$ cat src/rtl/uav_pkg.sv
package uav_pkg;

    // ------------------------------------------------------------------
    // Vector locations in code space
    // ------------------------------------------------------------------
    localparam logic [15:0] USB_JUMP_ADDR = 16'h0043;
    localparam logic [15:0] USB_PAGE_ADDR = 16'h0044;
    localparam logic [15:0] USB_VEC_ADDR = 16'h0045;
    localparam logic [15:0] FIFO_JUMP_ADDR = 16'h0053;
    localparam logic [15:0] FIFO_PAGE_ADDR = 16'h0054;
    localparam logic [15:0] FIFO_VEC_ADDR = 16'h0055;

    // ------------------------------------------------------------------
    // Source counts and vector bases
    // ------------------------------------------------------------------
    localparam int USB_SRC_N = 27;
    localparam int FIFO_SRC_N = 14;
    localparam logic [7:0] USB_VEC_BASE = 8'h00;
    localparam logic [7:0] FIFO_VEC_BASE = 8'h80;
    localparam logic [7:0] VEC_STEP = 8'h04;

    // ------------------------------------------------------------------
    // Reset values
    // ------------------------------------------------------------------
    localparam logic [7:0] VEC_RESET = 8'h00;
    localparam logic [7:0] FIFO_VEC_RESET = 8'h80;
    localparam logic [7:0] DATA_RESET = 8'h00;

    // USB source index to vector code; reserved slots are skipped, except 8'h64, which is kept as the 27th entry
    localparam logic [7:0] USB_CODE [USB_SRC_N] = '{
        8'h00, 8'h04, 8'h08, 8'h0C, 8'h10, 8'h18,
        8'h20, 8'h24, 8'h28, 8'h2C,
        8'h30, 8'h34, 8'h38, 8'h3C,
        8'h40,
        8'h48, 8'h4C, 8'h50, 8'h54, 8'h58, 8'h5C,
        8'h60,
        8'h70, 8'h74, 8'h78, 8'h7C,
        8'h64
    };

endpackage : uav_pkg

$ cat src/rtl/uav_prio_enc.sv
`timescale 1ns/1ps
// ----------------------------------------------------------------------
// Priority encoder: lowest set index wins
// ----------------------------------------------------------------------
module uav_prio_enc #(
    parameter int N = 27,
    parameter int W = 5
) (
    input wire logic [N-1:0] req_in,
    output logic [W-1:0] idx_out,
    output logic any_out
);
    always_comb begin
        idx_out = '0;
        any_out = 1'b0;
        for (int i = N - 1; i >= 0; i--) begin
            if (req_in[i]) begin
                idx_out = W'(i);
                any_out = 1'b1;
            end
        end
    end
endmodule : uav_prio_enc

$ cat src/rtl/uav_autovector.sv
`timescale 1ns/1ps
module uav_autovector (
    input wire logic clock_in,
    input wire logic rst_b_in,
    // USB sources, bit order is priority order (bit 0 best)
    input wire logic [25:0] usb_src_in,
    input wire logic [13:0] fifo_src_in,
    input wire logic usb_autovector_enable_in,
    input wire logic fifo_autovector_enable_in,
    input wire logic [15:0] fetch_addr_in,
    input wire logic fetch_valid_in,
    input wire logic [7:0] mem_data_in,
    output logic usb_shared_irq_out,
    output logic fifo_shared_irq_out,
    output logic [7:0] usb_vector_byte_out,
    output logic [7:0] fifo_vector_byte_out,
    output logic [7:0] fetch_data_out,
    output logic fetch_substituted_out
);

    // ------------------------------------------------------------------
    // State
    // ------------------------------------------------------------------
    typedef struct packed {
        logic usb_irq;
        logic fifo_irq;
        logic [7:0] usb_vec;
        logic [7:0] fifo_vec;
        logic [7:0] fdata;
        logic subst;
    } uav_state_t;

    uav_state_t st_ff;
    uav_state_t nxt_st;

    logic [4:0] usb_idx;
    logic usb_any;
    logic [3:0] fifo_idx;
    logic fifo_any;

    // Only 26 sources are encoded; the 27th USB_CODE entry (8'h64) is never selected
    uav_prio_enc #(.N(26), .W(5)) u_usb_enc (
        .req_in(usb_src_in),
        .idx_out(usb_idx),
        .any_out(usb_any)
    );

    uav_prio_enc #(.N(14), .W(4)) u_fifo_enc (
        .req_in(fifo_src_in),
        .idx_out(fifo_idx),
        .any_out(fifo_any)
    );

    function automatic logic [7:0] fifo_code(input logic [3:0] idx);
        fifo_code = uav_pkg::FIFO_VEC_BASE + 8'({idx, 2'b00});
    endfunction : fifo_code

    // ------------------------------------------------------------------
    // Next state
    // ------------------------------------------------------------------
    always_comb begin
        nxt_st = st_ff;
        nxt_st.usb_irq = usb_any;
        nxt_st.fifo_irq = fifo_any;
        // Vector holds the best pending source; unchanged when idle
        if (usb_any) begin
            nxt_st.usb_vec = uav_pkg::USB_CODE[usb_idx];
        end
        if (fifo_any) begin
            nxt_st.fifo_vec = fifo_code(fifo_idx);
        end
        nxt_st.fdata = mem_data_in;
        nxt_st.subst = 1'b0;
        // Jump opcodes and page bytes always come from memory
        if (fetch_valid_in && usb_autovector_enable_in &&
            fetch_addr_in == uav_pkg::USB_VEC_ADDR) begin
            nxt_st.fdata = st_ff.usb_vec;
            nxt_st.subst = 1'b1;
        end
        if (fetch_valid_in && fifo_autovector_enable_in &&
            fetch_addr_in == uav_pkg::FIFO_VEC_ADDR) begin
            nxt_st.fdata = st_ff.fifo_vec;
            nxt_st.subst = 1'b1;
        end
    end

    always_ff @(posedge clock_in or negedge rst_b_in) begin
        if (!rst_b_in) begin
            st_ff <= '{usb_irq: 1'b0, fifo_irq: 1'b0,
                       usb_vec: uav_pkg::VEC_RESET,
                       fifo_vec: uav_pkg::FIFO_VEC_RESET,
                       fdata: uav_pkg::DATA_RESET, subst: 1'b0};
        end else begin
            st_ff <= nxt_st;
        end
    end

    assign usb_shared_irq_out = st_ff.usb_irq;
    assign fifo_shared_irq_out = st_ff.fifo_irq;
    assign usb_vector_byte_out = st_ff.usb_vec;
    assign fifo_vector_byte_out = st_ff.fifo_vec;
    assign fetch_data_out = st_ff.fdata;
    assign fetch_substituted_out = st_ff.subst;

    // ------------------------------------------------------------------
    // Checks
    // ------------------------------------------------------------------
    property p_usb_irq;
        @(posedge clock_in) disable iff (!rst_b_in)
        (|usb_src_in) |=> usb_shared_irq_out;
    endproperty
    a_usb_irq: assert property (p_usb_irq) else $error("usb irq missing");

    property p_fifo_irq;
        @(posedge clock_in) disable iff (!rst_b_in)
        !(|fifo_src_in) |=> !fifo_shared_irq_out;
    endproperty
    a_fifo_irq: assert property (p_fifo_irq) else $error("fifo irq stuck");

    property p_usb_top;
        @(posedge clock_in) disable iff (!rst_b_in)
        usb_src_in[0] |=> usb_vector_byte_out == 8'h00;
    endproperty
    a_usb_top: assert property (p_usb_top) else $error("setup not top");

    property p_usb_ack;
        @(posedge clock_in) disable iff (!rst_b_in)
        (usb_src_in[5:0] == 6'h20) |=> usb_vector_byte_out == 8'h18;
    endproperty
    a_usb_ack: assert property (p_usb_ack) else $error("ack code wrong");

    property p_usb_nak;
        @(posedge clock_in) disable iff (!rst_b_in)
        (usb_src_in[14:0] == 15'h4000) |=> usb_vector_byte_out == 8'h40;
    endproperty
    a_usb_nak: assert property (p_usb_nak) else $error("nak code wrong");

    property p_usb_err;
        @(posedge clock_in) disable iff (!rst_b_in)
        (usb_src_in[21:0] == 22'h200000) |=> usb_vector_byte_out == 8'h60;
    endproperty
    a_usb_err: assert property (p_usb_err) else $error("limit code wrong");

    property p_no_resv;
        @(posedge clock_in) disable iff (!rst_b_in)
        usb_vector_byte_out != 8'h14 && usb_vector_byte_out != 8'h1C &&
        usb_vector_byte_out != 8'h44 && usb_vector_byte_out != 8'h64 &&
        usb_vector_byte_out != 8'h68 && usb_vector_byte_out != 8'h6C;
    endproperty
    a_no_resv: assert property (p_no_resv) else $error("reserved code");

    property p_fifo_last;
        @(posedge clock_in) disable iff (!rst_b_in)
        (fifo_src_in == 14'h2000) |=> fifo_vector_byte_out == 8'hB4;
    endproperty
    a_fifo_last: assert property (p_fifo_last) else $error("event code wrong");

    property p_fifo_full;
        @(posedge clock_in) disable iff (!rst_b_in)
        (fifo_src_in[11:0] == 12'h100) |=> fifo_vector_byte_out == 8'hA0;
    endproperty
    a_fifo_full: assert property (p_fifo_full) else $error("full code wrong");

    property p_usb_sub;
        @(posedge clock_in) disable iff (!rst_b_in)
        (fetch_valid_in && usb_autovector_enable_in && fetch_addr_in == 16'h0045)
        |=> fetch_data_out == $past(usb_vector_byte_out) && fetch_substituted_out;
    endproperty
    a_usb_sub: assert property (p_usb_sub) else $error("usb substitute");

    property p_fifo_sub;
        @(posedge clock_in) disable iff (!rst_b_in)
        (fetch_valid_in && fifo_autovector_enable_in && fetch_addr_in == 16'h0055)
        |=> fetch_data_out == $past(fifo_vector_byte_out) && fetch_substituted_out;
    endproperty
    a_fifo_sub: assert property (p_fifo_sub) else $error("fifo substitute");

    property p_pass;
        @(posedge clock_in) disable iff (!rst_b_in)
        (!usb_autovector_enable_in && !fifo_autovector_enable_in)
        |=> fetch_data_out == $past(mem_data_in) && !fetch_substituted_out;
    endproperty
    a_pass: assert property (p_pass) else $error("passthrough broken");

    property p_usb_irq_low;
        @(posedge clock_in) disable iff (!rst_b_in)
        !(|usb_src_in) |=> !usb_shared_irq_out;
    endproperty
    a_usb_irq_low: assert property (p_usb_irq_low) else $error("usb irq stuck");

    property p_fifo_irq_high;
        @(posedge clock_in) disable iff (!rst_b_in)
        (|fifo_src_in) |=> fifo_shared_irq_out;
    endproperty
    a_fifo_irq_high: assert property (p_fifo_irq_high) else $error("fifo irq missing");

    property p_usb_frame;
        @(posedge clock_in) disable iff (!rst_b_in)
        (usb_src_in[1:0] == 2'b10) |=> usb_vector_byte_out == 8'h04;
    endproperty
    a_usb_frame: assert property (p_usb_frame) else $error("frame code wrong");

    property p_usb_ep0_in;
        @(posedge clock_in) disable iff (!rst_b_in)
        (usb_src_in[6:0] == 7'h40) |=> usb_vector_byte_out == 8'h20;
    endproperty
    a_usb_ep0_in: assert property (p_usb_ep0_in) else $error("ep0 in code wrong");

    property p_usb_ep2;
        @(posedge clock_in) disable iff (!rst_b_in)
        (usb_src_in[10:0] == 11'h400) |=> usb_vector_byte_out == 8'h30;
    endproperty
    a_usb_ep2: assert property (p_usb_ep2) else $error("ep2 code wrong");

    property p_usb_ep8;
        @(posedge clock_in) disable iff (!rst_b_in)
        (usb_src_in[13:0] == 14'h2000) |=> usb_vector_byte_out == 8'h3C;
    endproperty
    a_usb_ep8: assert property (p_usb_ep8) else $error("ep8 code wrong");

    property p_usb_ping0;
        @(posedge clock_in) disable iff (!rst_b_in)
        (usb_src_in[15:0] == 16'h8000) |=> usb_vector_byte_out == 8'h48;
    endproperty
    a_usb_ping0: assert property (p_usb_ping0) else $error("ping0 code wrong");

    property p_usb_ping8;
        @(posedge clock_in) disable iff (!rst_b_in)
        (usb_src_in[20:0] == 21'h100000) |=> usb_vector_byte_out == 8'h5C;
    endproperty
    a_usb_ping8: assert property (p_usb_ping8) else $error("ping8 code wrong");

    property p_usb_iso2;
        @(posedge clock_in) disable iff (!rst_b_in)
        (usb_src_in[22:0] == 23'h400000) |=> usb_vector_byte_out == 8'h70;
    endproperty
    a_usb_iso2: assert property (p_usb_iso2) else $error("iso2 code wrong");

    property p_usb_iso8;
        @(posedge clock_in) disable iff (!rst_b_in)
        (usb_src_in == 26'h2000000) |=> usb_vector_byte_out == 8'h7C;
    endproperty
    a_usb_iso8: assert property (p_usb_iso8) else $error("iso8 code wrong");

    property p_fifo_top;
        @(posedge clock_in) disable iff (!rst_b_in)
        fifo_src_in[0] |=> fifo_vector_byte_out == 8'h80;
    endproperty
    a_fifo_top: assert property (p_fifo_top) else $error("level flag not top");

    property p_fifo_empty2;
        @(posedge clock_in) disable iff (!rst_b_in)
        (fifo_src_in[4:0] == 5'h10) |=> fifo_vector_byte_out == 8'h90;
    endproperty
    a_fifo_empty2: assert property (p_fifo_empty2) else $error("empty2 code wrong");

    property p_fifo_empty8;
        @(posedge clock_in) disable iff (!rst_b_in)
        (fifo_src_in[7:0] == 8'h80) |=> fifo_vector_byte_out == 8'h9C;
    endproperty
    a_fifo_empty8: assert property (p_fifo_empty8) else $error("empty8 code wrong");

    property p_fifo_full8;
        @(posedge clock_in) disable iff (!rst_b_in)
        (fifo_src_in[11:0] == 12'h800) |=> fifo_vector_byte_out == 8'hAC;
    endproperty
    a_fifo_full8: assert property (p_fifo_full8) else $error("full8 code wrong");

    property p_fifo_done;
        @(posedge clock_in) disable iff (!rst_b_in)
        (fifo_src_in[12:0] == 13'h1000) |=> fifo_vector_byte_out == 8'hB0;
    endproperty
    a_fifo_done: assert property (p_fifo_done) else $error("done code wrong");

    property p_usb_hold;
        @(posedge clock_in) disable iff (!rst_b_in)
        !(|usb_src_in) |=> $stable(usb_vector_byte_out);
    endproperty
    a_usb_hold: assert property (p_usb_hold) else $error("usb vector moved");

    property p_fifo_hold;
        @(posedge clock_in) disable iff (!rst_b_in)
        !(|fifo_src_in) |=> $stable(fifo_vector_byte_out);
    endproperty
    a_fifo_hold: assert property (p_fifo_hold) else $error("fifo vector moved");

    // Opcode and page bytes must never be replaced, whatever the enables say
    property p_jump_pass;
        @(posedge clock_in) disable iff (!rst_b_in)
        (fetch_valid_in && (fetch_addr_in == uav_pkg::USB_JUMP_ADDR ||
            fetch_addr_in == uav_pkg::USB_PAGE_ADDR ||
            fetch_addr_in == uav_pkg::FIFO_JUMP_ADDR ||
            fetch_addr_in == uav_pkg::FIFO_PAGE_ADDR))
        |=> fetch_data_out == $past(mem_data_in) && !fetch_substituted_out;
    endproperty
    a_jump_pass: assert property (p_jump_pass) else $error("jump byte altered");

    property p_usb_off;
        @(posedge clock_in) disable iff (!rst_b_in)
        (fetch_valid_in && !usb_autovector_enable_in &&
            fetch_addr_in == uav_pkg::USB_VEC_ADDR)
        |=> fetch_data_out == $past(mem_data_in) && !fetch_substituted_out;
    endproperty
    a_usb_off: assert property (p_usb_off) else $error("usb vector forced");

    property p_fifo_off;
        @(posedge clock_in) disable iff (!rst_b_in)
        (fetch_valid_in && !fifo_autovector_enable_in &&
            fetch_addr_in == uav_pkg::FIFO_VEC_ADDR)
        |=> fetch_data_out == $past(mem_data_in) && !fetch_substituted_out;
    endproperty
    a_fifo_off: assert property (p_fifo_off) else $error("fifo vector forced");

    property p_subst_src;
        @(posedge clock_in) disable iff (!rst_b_in)
        fetch_substituted_out |-> $past(fetch_valid_in);
    endproperty
    a_subst_src: assert property (p_subst_src) else $error("substitute without fetch");

    c_usb_sub: cover property (@(posedge clock_in) disable iff (!rst_b_in)
        fetch_substituted_out && fetch_data_out < 8'h80);
    c_fifo_sub: cover property (@(posedge clock_in) disable iff (!rst_b_in)
        fetch_substituted_out && fetch_data_out >= 8'h80);
    c_both_irq: cover property (@(posedge clock_in) disable iff (!rst_b_in)
        usb_shared_irq_out && fifo_shared_irq_out);
    c_usb_off: cover property (@(posedge clock_in) disable iff (!rst_b_in)
        fetch_valid_in && !usb_autovector_enable_in && fetch_addr_in == uav_pkg::USB_VEC_ADDR);
    c_vec_hold: cover property (@(posedge clock_in) disable iff (!rst_b_in)
        !usb_shared_irq_out && usb_vector_byte_out != uav_pkg::VEC_RESET);

endmodule : uav_autovector

$ cat config.mk
export PLATFORM = sky130hd
export DESIGN_NAME = uav_autovector
export DESIGN_NICKNAME = d
export VERILOG_FILES = /design/src/rtl/uav_pkg.sv /design/src/rtl/uav_prio_enc.sv /design/src/rtl/uav_autovector.sv
export SDC_FILE = /design/constraint.sdc
export NUM_CORES = 1
export LEC_CHECK = 0
export ABC_AREA = 1
export BUFFER_PORTS_ARGS = -buffer_cell sky130_fd_sc_hd__buf_2
export CAP_MARGIN = 10
export CORE_UTILIZATION = 44
export CTS_BUF_LIST = sky130_fd_sc_hd__clkbuf_8
export DETAILED_ROUTE_END_ITERATION = 10
export PLACE_DENSITY = 0.79
export SLEW_MARGIN = 20
export SYNTH_ARGS = -nofsm -noshare
export SYNTH_HDL_FRONTEND = slang
export SYNTH_SLANG_ARGS = --single-unit
$ cat constraint.sdc
create_clock -name clock_in -period 1 [get_ports clock_in]
set_clock_uncertainty 0.05 [all_clocks]
set_input_delay 0.2 -clock clock_in [delete_from_list [all_inputs] [get_ports clock_in]]
set_output_delay 0.2 -clock clock_in [all_outputs]
set_load 0.005 [all_outputs]
## Yosys cells after proc, flatten, opt, wreduce, memory -nomap -nowiden

Memories as Yosys holds them, arrays and structs flattened. A register that Yosys moved wholly into a read port is not among the register bits.
Index checks and enable logic that the tools add are counted.

- Flip-flop bits (word level): 19
- Memory bits (read-only): 256
- Bits of input ports: 69
- Logic and storage cells: 97
- Memories kept: 1

- $add $sub $neg: 1
- Eq/ne operators: 2
- Muxes and demuxes: 82
- Bitwise operators: 1
- Reductions and logical operators: 5

Memory list:

| name | words | bits a word | rd ports | clocked after memory_dff | wr ports | RTL line | RTL |
|---|---|---|---|---|---|---|---|
| (no name shown) | 32 | 8 | 1 | 1 | 0 | uav_autovector.sv:67 | `nxt_st.usb_vec = uav_pkg::USB_CODE[usb_idx];` |

Operators with widths:

| cell | number |
|---|---|
| $mux 5 | 26 |
| $mux 4 | 14 |
| $mux 1 | 40 |
| $eq 16x7->1 const B | 2 |
| $mux 9 | 2 |
| $add 8x6->8 const A | 1 |
| $not 5->6 | 1 |
| $logic_and 1x1->1 | 4 |
| $logic_not 1->1 | 1 |

## Longest topological paths before layout

Gate-level depths: netlist (run 1).

- Depth after elaboration: 27
- Gate-level depth with buffers: 34

## Modules after synthesis

A second synthesis (run 1) with hierarchy kept.

- Cells, all modules: 294
- Area, all modules: 1904.3 um^2

By module, submodules not included:

| module | instances | cells each | area each (um^2) | sequential area each (um^2) |
|---|---|---|---|---|
| uav_autovector | 1 | 169 | 1336.3 | 500.5 |
| uav_prio_enc at u_usb_enc | 1 | 85 | 367.9 | 0.0 |
| uav_prio_enc at u_fifo_enc | 1 | 40 | 200.2 | 0.0 |

## Least setup slack after synthesis (run 1)

OpenSTA, ideal clock, no wires.

- Kind: input -> register
- Start: input usb_src_in[24]
- End: register usb_vector_byte_out[3] (netlist name)
- Setup time: 0.129 ns
- Data arrival time: 1.983 ns
- Required time: 0.821 ns
- Path slack: -1.162 ns
- Stages on the path: 30
- Path buffers: 0
- Cell sequence: inv_1 > nand2_1 > nand2_1 > nand2_1 > nand2_1 > nand2_1 > nand2_1 > nand2_1 > nand2_1 > nand2_1 > nand2_1 > nand2_1 > nand2_1 > nand2_1 > nand2_1 > nand2_1 > nand2_1 > nand2_1 > nand2_1 > nand2_1 > nand2_1 > nand2_1 > nand2_1 > nand2_1 > nand2_1 > nand2_1 > ha_1 > o21ai_0 > a21oi_1 > o221ai_2

- Word-level cells in the longest chain between the ends: 26

Ends and longest elaborated chain:

| element | RTL line | RTL |
|---|---|---|
| start, declared | uav_autovector.sv:6 | `input wire logic [25:0] usb_src_in,` |
| $mux 5 (25 in series) | uav_prio_enc.sv:17 | `if (req_in[i]) begin` |
| $not 5->6 (implied by the code) | uav_autovector.sv:67 |  |

Parallel ways exist; a longest one is shown, timed or not.
A chain may end at the register's enable or synchronous reset.

## Worst setup path after layout (run 1)

- Start: input usb_src_in[25]
- End: register usb_vector_byte_out[3] (netlist name)

- Word-level cells in the longest chain between the ends: 27

Ends and longest elaborated chain:

| element | RTL line |
|---|---|
| $mux 5 (26 in series) | uav_prio_enc.sv:17 |
| $not 5->6 (implied by the code) | uav_autovector.sv:67 |

Parallel ways exist; a longest one is shown, timed or not.

==> results of run 1 <==
worst max-delay path by stage:
stage / start / end / slack, ns
after floorplan: usb_src_in[24] / usb_vector_byte_out[4] / -1.10
after global placement: usb_src_in[24] / usb_vector_byte_out[3] / -1.38
after detailed placement: usb_src_in[24] / usb_vector_byte_out[3] / -1.41
after CTS: usb_src_in[24] / usb_vector_byte_out[3] / -1.06
after global routing: usb_src_in[24] / usb_vector_byte_out[3] / -1.44
final: usb_src_in[25] / usb_vector_byte_out[3] / -1.15
logic make-up after synthesis:
logic type               synth area share (%)
adder cells (fa/ha/maj)                  6.51
AND/OR/NAND/NOR                          34.6
flip-flops                               28.9
buffers and inverters                    16.9
AO/OA/AOI/OAI                            12.7
other                                   0.434
final cells by class:
cell class	instances	area [µm²]	area share, %
inverters	61	244	8.14
repair buffers	138	916	30.5
well taps	48	60.1	2.00
clock buffers	4	55.1	1.84
multi-input cells	189	1220	40.8
flip-flops and latches	20	500	16.7
power by group:
part / internal [W] / switching (W) / leakage, nW
logic: 0.000364 / 0.000368 / 1.38
registers: 0.000838 / 0.0000124 / 0.245
clock network: 0.000351 / 0.000267 / 0.0288
total: 0.00155 / 0.000648 / 1.66
worst max-delay path: cells and delay by family:
| family | cells | cell delay (ns) |
|---|---|---|
| adder cells (fa/ha/maj) | 1 | 0.19 |
| AND/OR/NAND/NOR | 26 | 1.44 |
| AO/OA/AOI/OAI | 2 | 0.19 |
| buffers and inverters | 3 | 0.21 |
through the flow:
stage / utilization [%] / std cells
final: 80.7 / 460
after global routing: 80.7 / 460
after CTS: 77.6 / 457
after detailed placement: 70.5 / 443
after global placement: 70.5 / 443
after floorplan: - / 278
sequential cells by signal, summed over array words and instances (netlist names):
| name | flops |
|---|---|
| fetch_substituted_out | 1 |
| usb_vector_byte_out | 5 |
| fifo_shared_irq_out | 1 |
| usb_shared_irq_out | 1 |
| fetch_data_out | 8 |
| fifo_vector_byte_out | 4 |
synthesized netlist by cell type:
library cell,instances
conb_1,2
nor4_1,9
inv_2,6
o22ai_1,1
o221ai_2,1
nor2_1,26
nand3_1,19
nand3_2,1
or2_2,1
o211ai_1,2
ha_1,9
o2111ai_1,1
nand4_1,5
o21bai_1,1
nor3_1,1
or2_0,1
o221ai_1,1
o311ai_1,1
nor2_2,2
o21ai_1,6
dfrtp_1,20
and2_1,1
nand2_1,69
buf_6,1
a21oi_2,1
nor4_2,1
a21oi_1,11
o21ai_0,11
buf_4,7
inv_1,55
what timing repair did:
item,4_1_cts,5_1_grt
hold buffers,1,0
resized for setup,31,28
endpoints found under the setup margin,24,36
setup buffers,10,4
pin swaps,20,26
endpoints found under the hold margin,20,0
per-layer routing:
layer / vias up / track usage [%] / wire (µm)
li1: 1133 / - / -
met1: 1013 / 27.3 / 2150
met2: 91 / 48.3 / 2950
met3: 14 / 2.11 / 235
met4: 0 / 8.61 / 125
met5: - / 0 / 0
==> flow_metrics.tcl, run 1 <==
set metrics [dict create \
    status "finished with violations" \
    violations "setup timing" \
    rsz0062_at_grt "yes" \
    ys_seq_area_share_pct 28.9 \
    dp_hpwl_um 3780 \
    critPathKind "input pin to flip-flop" \
    total_power_w 0.00220 \
    pin_count 96 \
    critPathCaptureType "flip-flop" \
    drive_above_1_share_pct 48.8 \
    numCtsBuffers 3 \
    drv_cap 0 \
    grt_pass1_vias 2080 \
    r2r_start "fifo_vector_byte_out[4]" \
    fill_cells 258 \
    wl_per_cell_um 11.9 \
    grt_max_degree 21 \
    yosys-top-cells-area "dfrtp_1 (29%), nand2_1 (15%), inv_1 (12%)" \
    avgSynthCellArea_um2 6.34 \
    crit_required_ns 1.09 \
    yosysTopAreaCell "dfrtp_1" \
    cp-start-kind "input pin" \
    grt_use_total_pct 24.7 \
    fin_nets 491 \
    ant_nets 0 \
    detailedPlace.worstSlack_ns -1.41 \
    mostFrequentLayoutCell "buf_2" \
    fin_tns_setup_ns -5.77 \
    path_max_fanout 4 \
    p_per_area_nw_per_um2 734 \
    cts-root-buf "clkbuf_8" \
    post-route-drc-count 0 \
    cts_tree "done" \
    r2r_cells 4 \
    clock_path_buffers 2 \
    ir_drop_uv 451 \
    final_area_um2 3000 \
    cpPeakStageDelay_ns 0.19 \
    critPathArrivalTime_ns 2.23 \
    place.gp.congestion 0.816 \
    num_vias 2251 \
    grt_overflow 0 \
    clock.fmax_mhz 466 \
    die_area_um2 4190 \
    holdCritPathClass "input pin to flip-flop" \
    final_cell_mix "buf_2 (76), nand2_1 (58), inv_1 (45)" \
    dpl-instance-area_um2 2620 \
    setup_ws_ns -1.15 \
    yosysTopAreaCellShare_pct 28.9 \
    totalWireLength_um 5460 \
    min_path_cells 3 \
    rows 22 \
    die_w_um 64.7 \
    cp_slowest_cell "ha_1" \
    die_y_um 64.7 \
    drtIter0Drc 115 \
    timing.rr.end "fifo_vector_byte_out[4]" \
    syn_area_um2 1730 \
    fin_crit_sh_pct 215 \
    setup_viol 25 \
    period_needed_ns 2.15 \
    hp-start "mem_data_in[7]" \
    finalMaxSlewViolations 0 \
    grt_pass1_wl_um 8290 \
    cts.clk_slew.worst_paths_ns 0.07 \
    synth.distinct_cells 30 \
    io_buffers 88 \
    antenna_found_initial 0 \
    clkLatencyLatePin_ns 0.26 \
    antenna_cells 0 \
    core_area_um2 3720 \
    rrSetupSlack_ns 0.03 \
    path_common_cell "nand2_1" \
    ys_seq_elements 20 \
    synth_cells 273 \
    whs_endpoint "fetch_data_out[7]" \
    area_growth_pct 73.3 \
    firstDrtPassIters 4 \
    p_leak_nw 1.66 \
    whs_ns 0.0936 \
    vias_per_cell 4.89 \
    h-tree-depth 1 \
    hold_viol_final 0 \
    start_util_pct 46.6 \
    synth_warnings 0 \
    cts_sinks 20 \
]
(Power assumes the default switching activity.)
==> run 2: changes to the inputs <==
--- a/config.mk
+++ b/config.mk
@@ -11,7 +11,9 @@
 export CORE_UTILIZATION = 44
 export CTS_BUF_LIST = sky130_fd_sc_hd__clkbuf_8
 export DETAILED_ROUTE_END_ITERATION = 10
+export GPL_TIMING_DRIVEN = 0
 export PLACE_DENSITY = 0.79
+export RECOVER_POWER = 25
 export SLEW_MARGIN = 20
 export SYNTH_ARGS = -nofsm -noshare
 export SYNTH_HDL_FRONTEND = slang
==> flow_metrics.tcl, run 2 (synthesized netlist as in run 1, its figures left out) <==
set metrics [dict create \
    status "finished with violations" \
    violations "setup timing" \
    antenna_cells 0 \
    die_w_um 64.7 \
    period_needed_ns 2.11 \
    die_area_um2 4190 \
    setup_ws_ns -1.11 \
    area_growth_pct 58.4 \
    seq_area_um2 500 \
    detailedPlace.worstSlack_ns -1.43 \
    clock_path_buffers 2 \
    cts-root-buf "clkbuf_8" \
    clkPwrFrac_pct 24.9 \
    p_leak_nw 1.51 \
    cts_tree "done" \
    critPathKind "input pin to flip-flop" \
    place.gp.congestion 0.824 \
    crit_required_ns 1.09 \
    h-tree-depth 1 \
    rows 22 \
    total_power_w 0.00200 \
    fin_nets 462 \
    io_buffers 88 \
    critPathCaptureType "flip-flop" \
    clock.fmax_mhz 474 \
    grt_max_degree 21 \
    mostFrequentLayoutCell "buf_2" \
    cp_slowest_cell "ha_4" \
    die_y_um 64.7 \
    grt_overflow 0 \
    firstDrtPassIters 7 \
    holdCritPathClass "input pin to flip-flop" \
    post-route-drc-count 0 \
    cp-start-kind "input pin" \
    fill_cells 317 \
    critPathArrivalTime_ns 2.21 \
    path_max_fanout 4 \
    rrSetupSlack_ns -0.02 \
    final_area_um2 2740 \
    drive_above_1_share_pct 44.5 \
    clkLatencyLatePin_ns 0.25 \
    intPower_w 0.00141 \
    grt_use_total_pct 20.7 \
    multiInputGateArea_um2 1230 \
    power.switching_w 0.000588 \
    final_cell_mix "buf_2 (80), nand2_1 (58), inv_1 (47)" \
    finalMaxSlewViolations 0 \
    drv_cap 0 \
    drtIter0Drc 131 \
    antenna_found_initial 0 \
    power_frac_seq_pct 42.5 \
    ir_drop_uv 439 \
    cpPeakStageDelay_ns 0.28 \
    dpl-instance-area_um2 2410 \
    hold_viol_final 0 \
    start_util_pct 46.6 \
    power_frac_comb_pct 32.6 \
    fin_crit_sh_pct 211 \
    vias_per_cell 4.80 \
    core_area_um2 3720 \
    ant_nets 0 \
    num_vias 2066 \
    grt_pass1_wl_um 7010 \
    p_per_area_nw_per_um2 730 \
    whs_ns 0.103 \
    numCtsBuffers 3 \
    setup_viol 18 \
    cts_sinks 20 \
    dp_hpwl_um 3390 \
    p_sw_share_pct 29.4 \
    totalWireLength_um 4620 \
    rsz0062_at_grt "yes" \
    cts.clk_slew.worst_paths_ns 0.07 \
    wl_per_cell_um 10.7 \
    pin_count 96 \
    path_common_cell "nand2_1" \
    grt_pass1_vias 1708 \
    largest_reg_flops 8 \
]
-- run 2: changes by cell type in the layout (fill, tap and decap cells not counted), sizes merged --
cell and change:
clkinv +1, buf -30, inv -1
-- run 2: worst max-delay path: cells and delay by family --
family / cells / cell delay, ns
AND/OR/NAND/NOR: 31 / 1.57
buffers and inverters: 3 / 0.17
adder cells (fa/ha/maj): 1 / 0.28
-- run 2: layout make-up --
type,instances,share of cell area (%)
buffer,8,2.33
clock buffer,3,1.51
inverter,61,9.00
multi-input combinational,189,45.0
sequential,20,18.3
tap,48,2.19
timing repair buffer,101,21.7
-- run 2: path summary, 6_finish.rpt --
check                                          end  cells past startpoint                    start
min in group asynchronous        fetch_data_out[0]                      2                 rst_b_in
max in group asynchronous        fetch_data_out[2]                      2                 rst_b_in
min                        fifo_vector_byte_out[4]                      2           fifo_src_in[0]
max reg2reg                      fetch_data_out[3]                      4  fifo_vector_byte_out[3]
min reg2reg                fifo_vector_byte_out[2]                      2  fifo_vector_byte_out[2]
max                         usb_vector_byte_out[2]                     35           usb_src_in[24]
-- run 2: timing repair --
action                                  in CTS  in global routing
buffers inserted                             9                  3
hold buffers                                 1                  0
resized for setup                           19                 28
endpoints found under the setup margin      21                 33
endpoints found under the hold margin       20                  0
pin swaps                                   16                 16
-- run 2: power groups by stage --
stage	registers (W)	logic (W)	clock network, W
finish	0.000850	0.000653	0.000498
CTS	0.000850	0.000596	0.000509
global placement	0.000865	0.000528	0
floorplan	0.000870	0.000272	0
detailed placement	0.000867	0.000540	0
global route	0.000852	0.000726	0.000533
-- run 2: layer usage --
metal	GRT usage, %	routed length, µm	share of wire, %
met5	0	0	0
met4	4.72	33	0.71
met3	2.82	277	6.0
met2	38.0	2410	52
met1	25.2	1900	41
-- run 2: through the flow --
stage	cells	setup TNS (ns)	util, %
floorplan	278	-5.77	-
global placement	414	-10.11	64.7
detailed placement	414	-10.31	64.7
CTS	427	-5.49	70.2
global route	430	-7.82	73.7
finish	430	-5.68	73.7
==> run 3: changes to the inputs <==
--- a/config.mk
+++ b/config.mk
@@ -8,11 +8,13 @@
 export ABC_AREA = 1
 export BUFFER_PORTS_ARGS = -buffer_cell sky130_fd_sc_hd__buf_2
 export CAP_MARGIN = 10
-export CORE_UTILIZATION = 44
+export CELL_PAD_IN_SITES_DETAIL_PLACEMENT = 1
+export CELL_PAD_IN_SITES_GLOBAL_PLACEMENT = 1
+export CORE_UTILIZATION = 30
 export CTS_BUF_LIST = sky130_fd_sc_hd__clkbuf_8
 export DETAILED_ROUTE_END_ITERATION = 10
 export GPL_TIMING_DRIVEN = 0
-export PLACE_DENSITY = 0.79
+export PLACE_DENSITY = 0.83
 export RECOVER_POWER = 25
 export SLEW_MARGIN = 20
 export SYNTH_ARGS = -nofsm -noshare
==> flow_metrics.tcl, run 3 (synthesized netlist as in run 1, its figures left out) <==
set metrics [dict create \
    area_growth_pct 69.6 \
    antenna_cells 0 \
    crit_chain "buf_2, nor2_1, o311ai_1, nand3_1, nand3_1, nand2_1, nand2_1, nand2_1, nand2_1, nand2_1, nand3_2, nand2_2, nor2_4, clkinvlp_4, ha_4, nand2_1, nand2_1, inv_2, nand2_2, nand2_1, nand2_1, nand2_1" \
    fill_cells 736 \
    clock_path_buffers 2 \
    pin_count 96 \
    clkLatencyLatePin_ns 0.26 \
    ir_drop_uv 618 \
    cts_tree "done" \
    die_y_um 77.9 \
    rsz0062_at_grt "yes" \
    grt_use_total_pct 18.1 \
    grt_max_degree 21 \
    multiInputGateArea_um2 1290 \
    dp_hpwl_um 4220 \
    cpPeakStageDelay_ns 0.33 \
    period_needed_ns 2.26 \
    final_area_um2 2940 \
    grt_pass1_wl_um 8930 \
    io_buffers 88 \
    hold_viol_final 0 \
    place.gp.congestion 0.791 \
    antenna_found_initial 0 \
    cts-root-buf "clkbuf_8" \
    totalWireLength_um 6280 \
    path_max_fanout 5 \
    start_util_pct 31.2 \
    cts_sinks 20 \
    tightest_slew_ns 0.506 \
    critPathArrivalTime_ns 2.35 \
    status "finished with violations" \
    rrSetupSlack_ns 0 \
    p_leak_nw 1.56 \
    final_cell_mix "buf_2 (77), nand2_1 (55), inv_1 (47)" \
    whs_ns 0.0948 \
    ant_nets 0 \
    dpl-instance-area_um2 2440 \
    rows 27 \
    drv_cap 0 \
    h-tree-depth 1 \
    violations "setup timing" \
    cp_slowest_cell "ha_4" \
    vias_per_cell 4.70 \
    crit_family "simple AND/OR/NAND/NOR gates" \
    mostFrequentLayoutCell "buf_2" \
    crit_buf_inv 3 \
    firstDrtPassIters 6 \
    grt_pass1_vias 2092 \
    fin_crit_sh_pct 226 \
    die_area_um2 6080 \
    p_per_area_nw_per_um2 800 \
    grt_overflow 0 \
    holdCritPathClass "input pin to flip-flop" \
    num_vias 2166 \
    finalMaxSlewViolations 0 \
    clock.fmax_mhz 442 \
    largest_reg_flops 8 \
    drtIter0Drc 38 \
    post-route-drc-count 0 \
    cts.clk_slew.worst_paths_ns 0.08 \
    cp-start-kind "input pin" \
    wl_per_cell_um 13.6 \
    setup_viol 33 \
    critPathKind "input pin to flip-flop" \
    drive_above_1_share_pct 48.6 \
    critPathCaptureType "flip-flop" \
    setup_ws_ns -1.26 \
    die_w_um 77.9 \
    crit_required_ns 1.09 \
    fin_nets 468 \
    maxSlewHeadroom_pct 66.3 \
    path_common_cell "nand2_1" \
    core_area_um2 5540 \
    numCtsBuffers 3 \
    seq_area_um2 500 \
]
-- run 3: cell count changes in the layout (fill, tap and decap cells not counted), moves of 3 or more --
cell     delta
buf_4       +4
buf_6       +4
a21oi_1     -3
a21oi_2     +3
buf_2       -3
nand2_1     -3
-- run 3: power breakdown --
group          total, W  internal [W]  switching, W
logic          0.000690      0.000321      0.000369
registers      0.000851      0.000838     0.0000135
clock network  0.000807      0.000534      0.000273
total           0.00235       0.00169      0.000655
-- run 3: final timing paths --
kind / from / cells after the start / end
setup / recovery: usb_src_in[23] / 22 / usb_vector_byte_out[2]
hold / removal: mem_data_in[7] / 3 / fetch_data_out[7]
setup reg to reg: usb_vector_byte_out[4] / 4 / fetch_data_out[4]
hold reg to reg: fifo_vector_byte_out[2] / 2 / fifo_vector_byte_out[2]
max in group asynchronous: rst_b_in / 2 / fetch_data_out[3]
min in group asynchronous: rst_b_in / 2 / fetch_data_out[0]
-- run 3: stage by stage --
step	instances	setup TNS [ns]	total power (W)	util (%)	worst slack [ns]
3_3_place_gp	438	-10.26	0.00140	44.0	-1.44
6_report	461	-7.58	0.00235	53.0	-1.26
4_1_cts	450	-6.28	0.00226	47.7	-1.19
3_5_place_dp	438	-10.93	0.00142	44.0	-1.51
2_1_floorplan	278	-5.77	0.00114	-	-1.10
5_1_grt	461	-10.27	0.00246	53.0	-1.51
-- run 3: timing repair --
| action | in CTS | in global routing |
|---|---|---|
| setup endpoints to repair | 25 | 38 |
| hold buffers | 1 | 0 |
| endpoints found under the hold margin | 20 | 0 |
| pin swaps | 12 | 38 |
| buffers inserted | 7 | 11 |
| gates resized for setup | 18 | 52 |
-- run 3: area by class of cell --
cell class / instances / share of cell area (%)
Buffer: 8 / 2.17
Inverter: 61 / 8.53
Clock buffer: 3 / 1.41
Timing Repair Buffer: 107 / 22.8
Multi-Input combinational cell: 189 / 43.9
Clock inverter: 1 / 1.02
Sequential cell: 20 / 17.1
Tap cell: 72 / 3.07
-- run 3: tightest hold or removal path, stage by stage --
cell,delay [ns]
buf_2,0.08
nand2_2,0.04
nand2_1,0.05
-- run 3: per-layer routing --
layer | share of wire (%) | wire, µm | up-vias | GRT usage (%)
li1 | - | - | 1080 | -
met1 | 39 | 2430 | 1016 | 20.0
met2 | 56 | 3500 | 62 | 36.3
met3 | 4.3 | 269 | 8 | 1.88
met4 | 1.3 | 80 | 0 | 4.26
met5 | 0 | 0 | - | 0
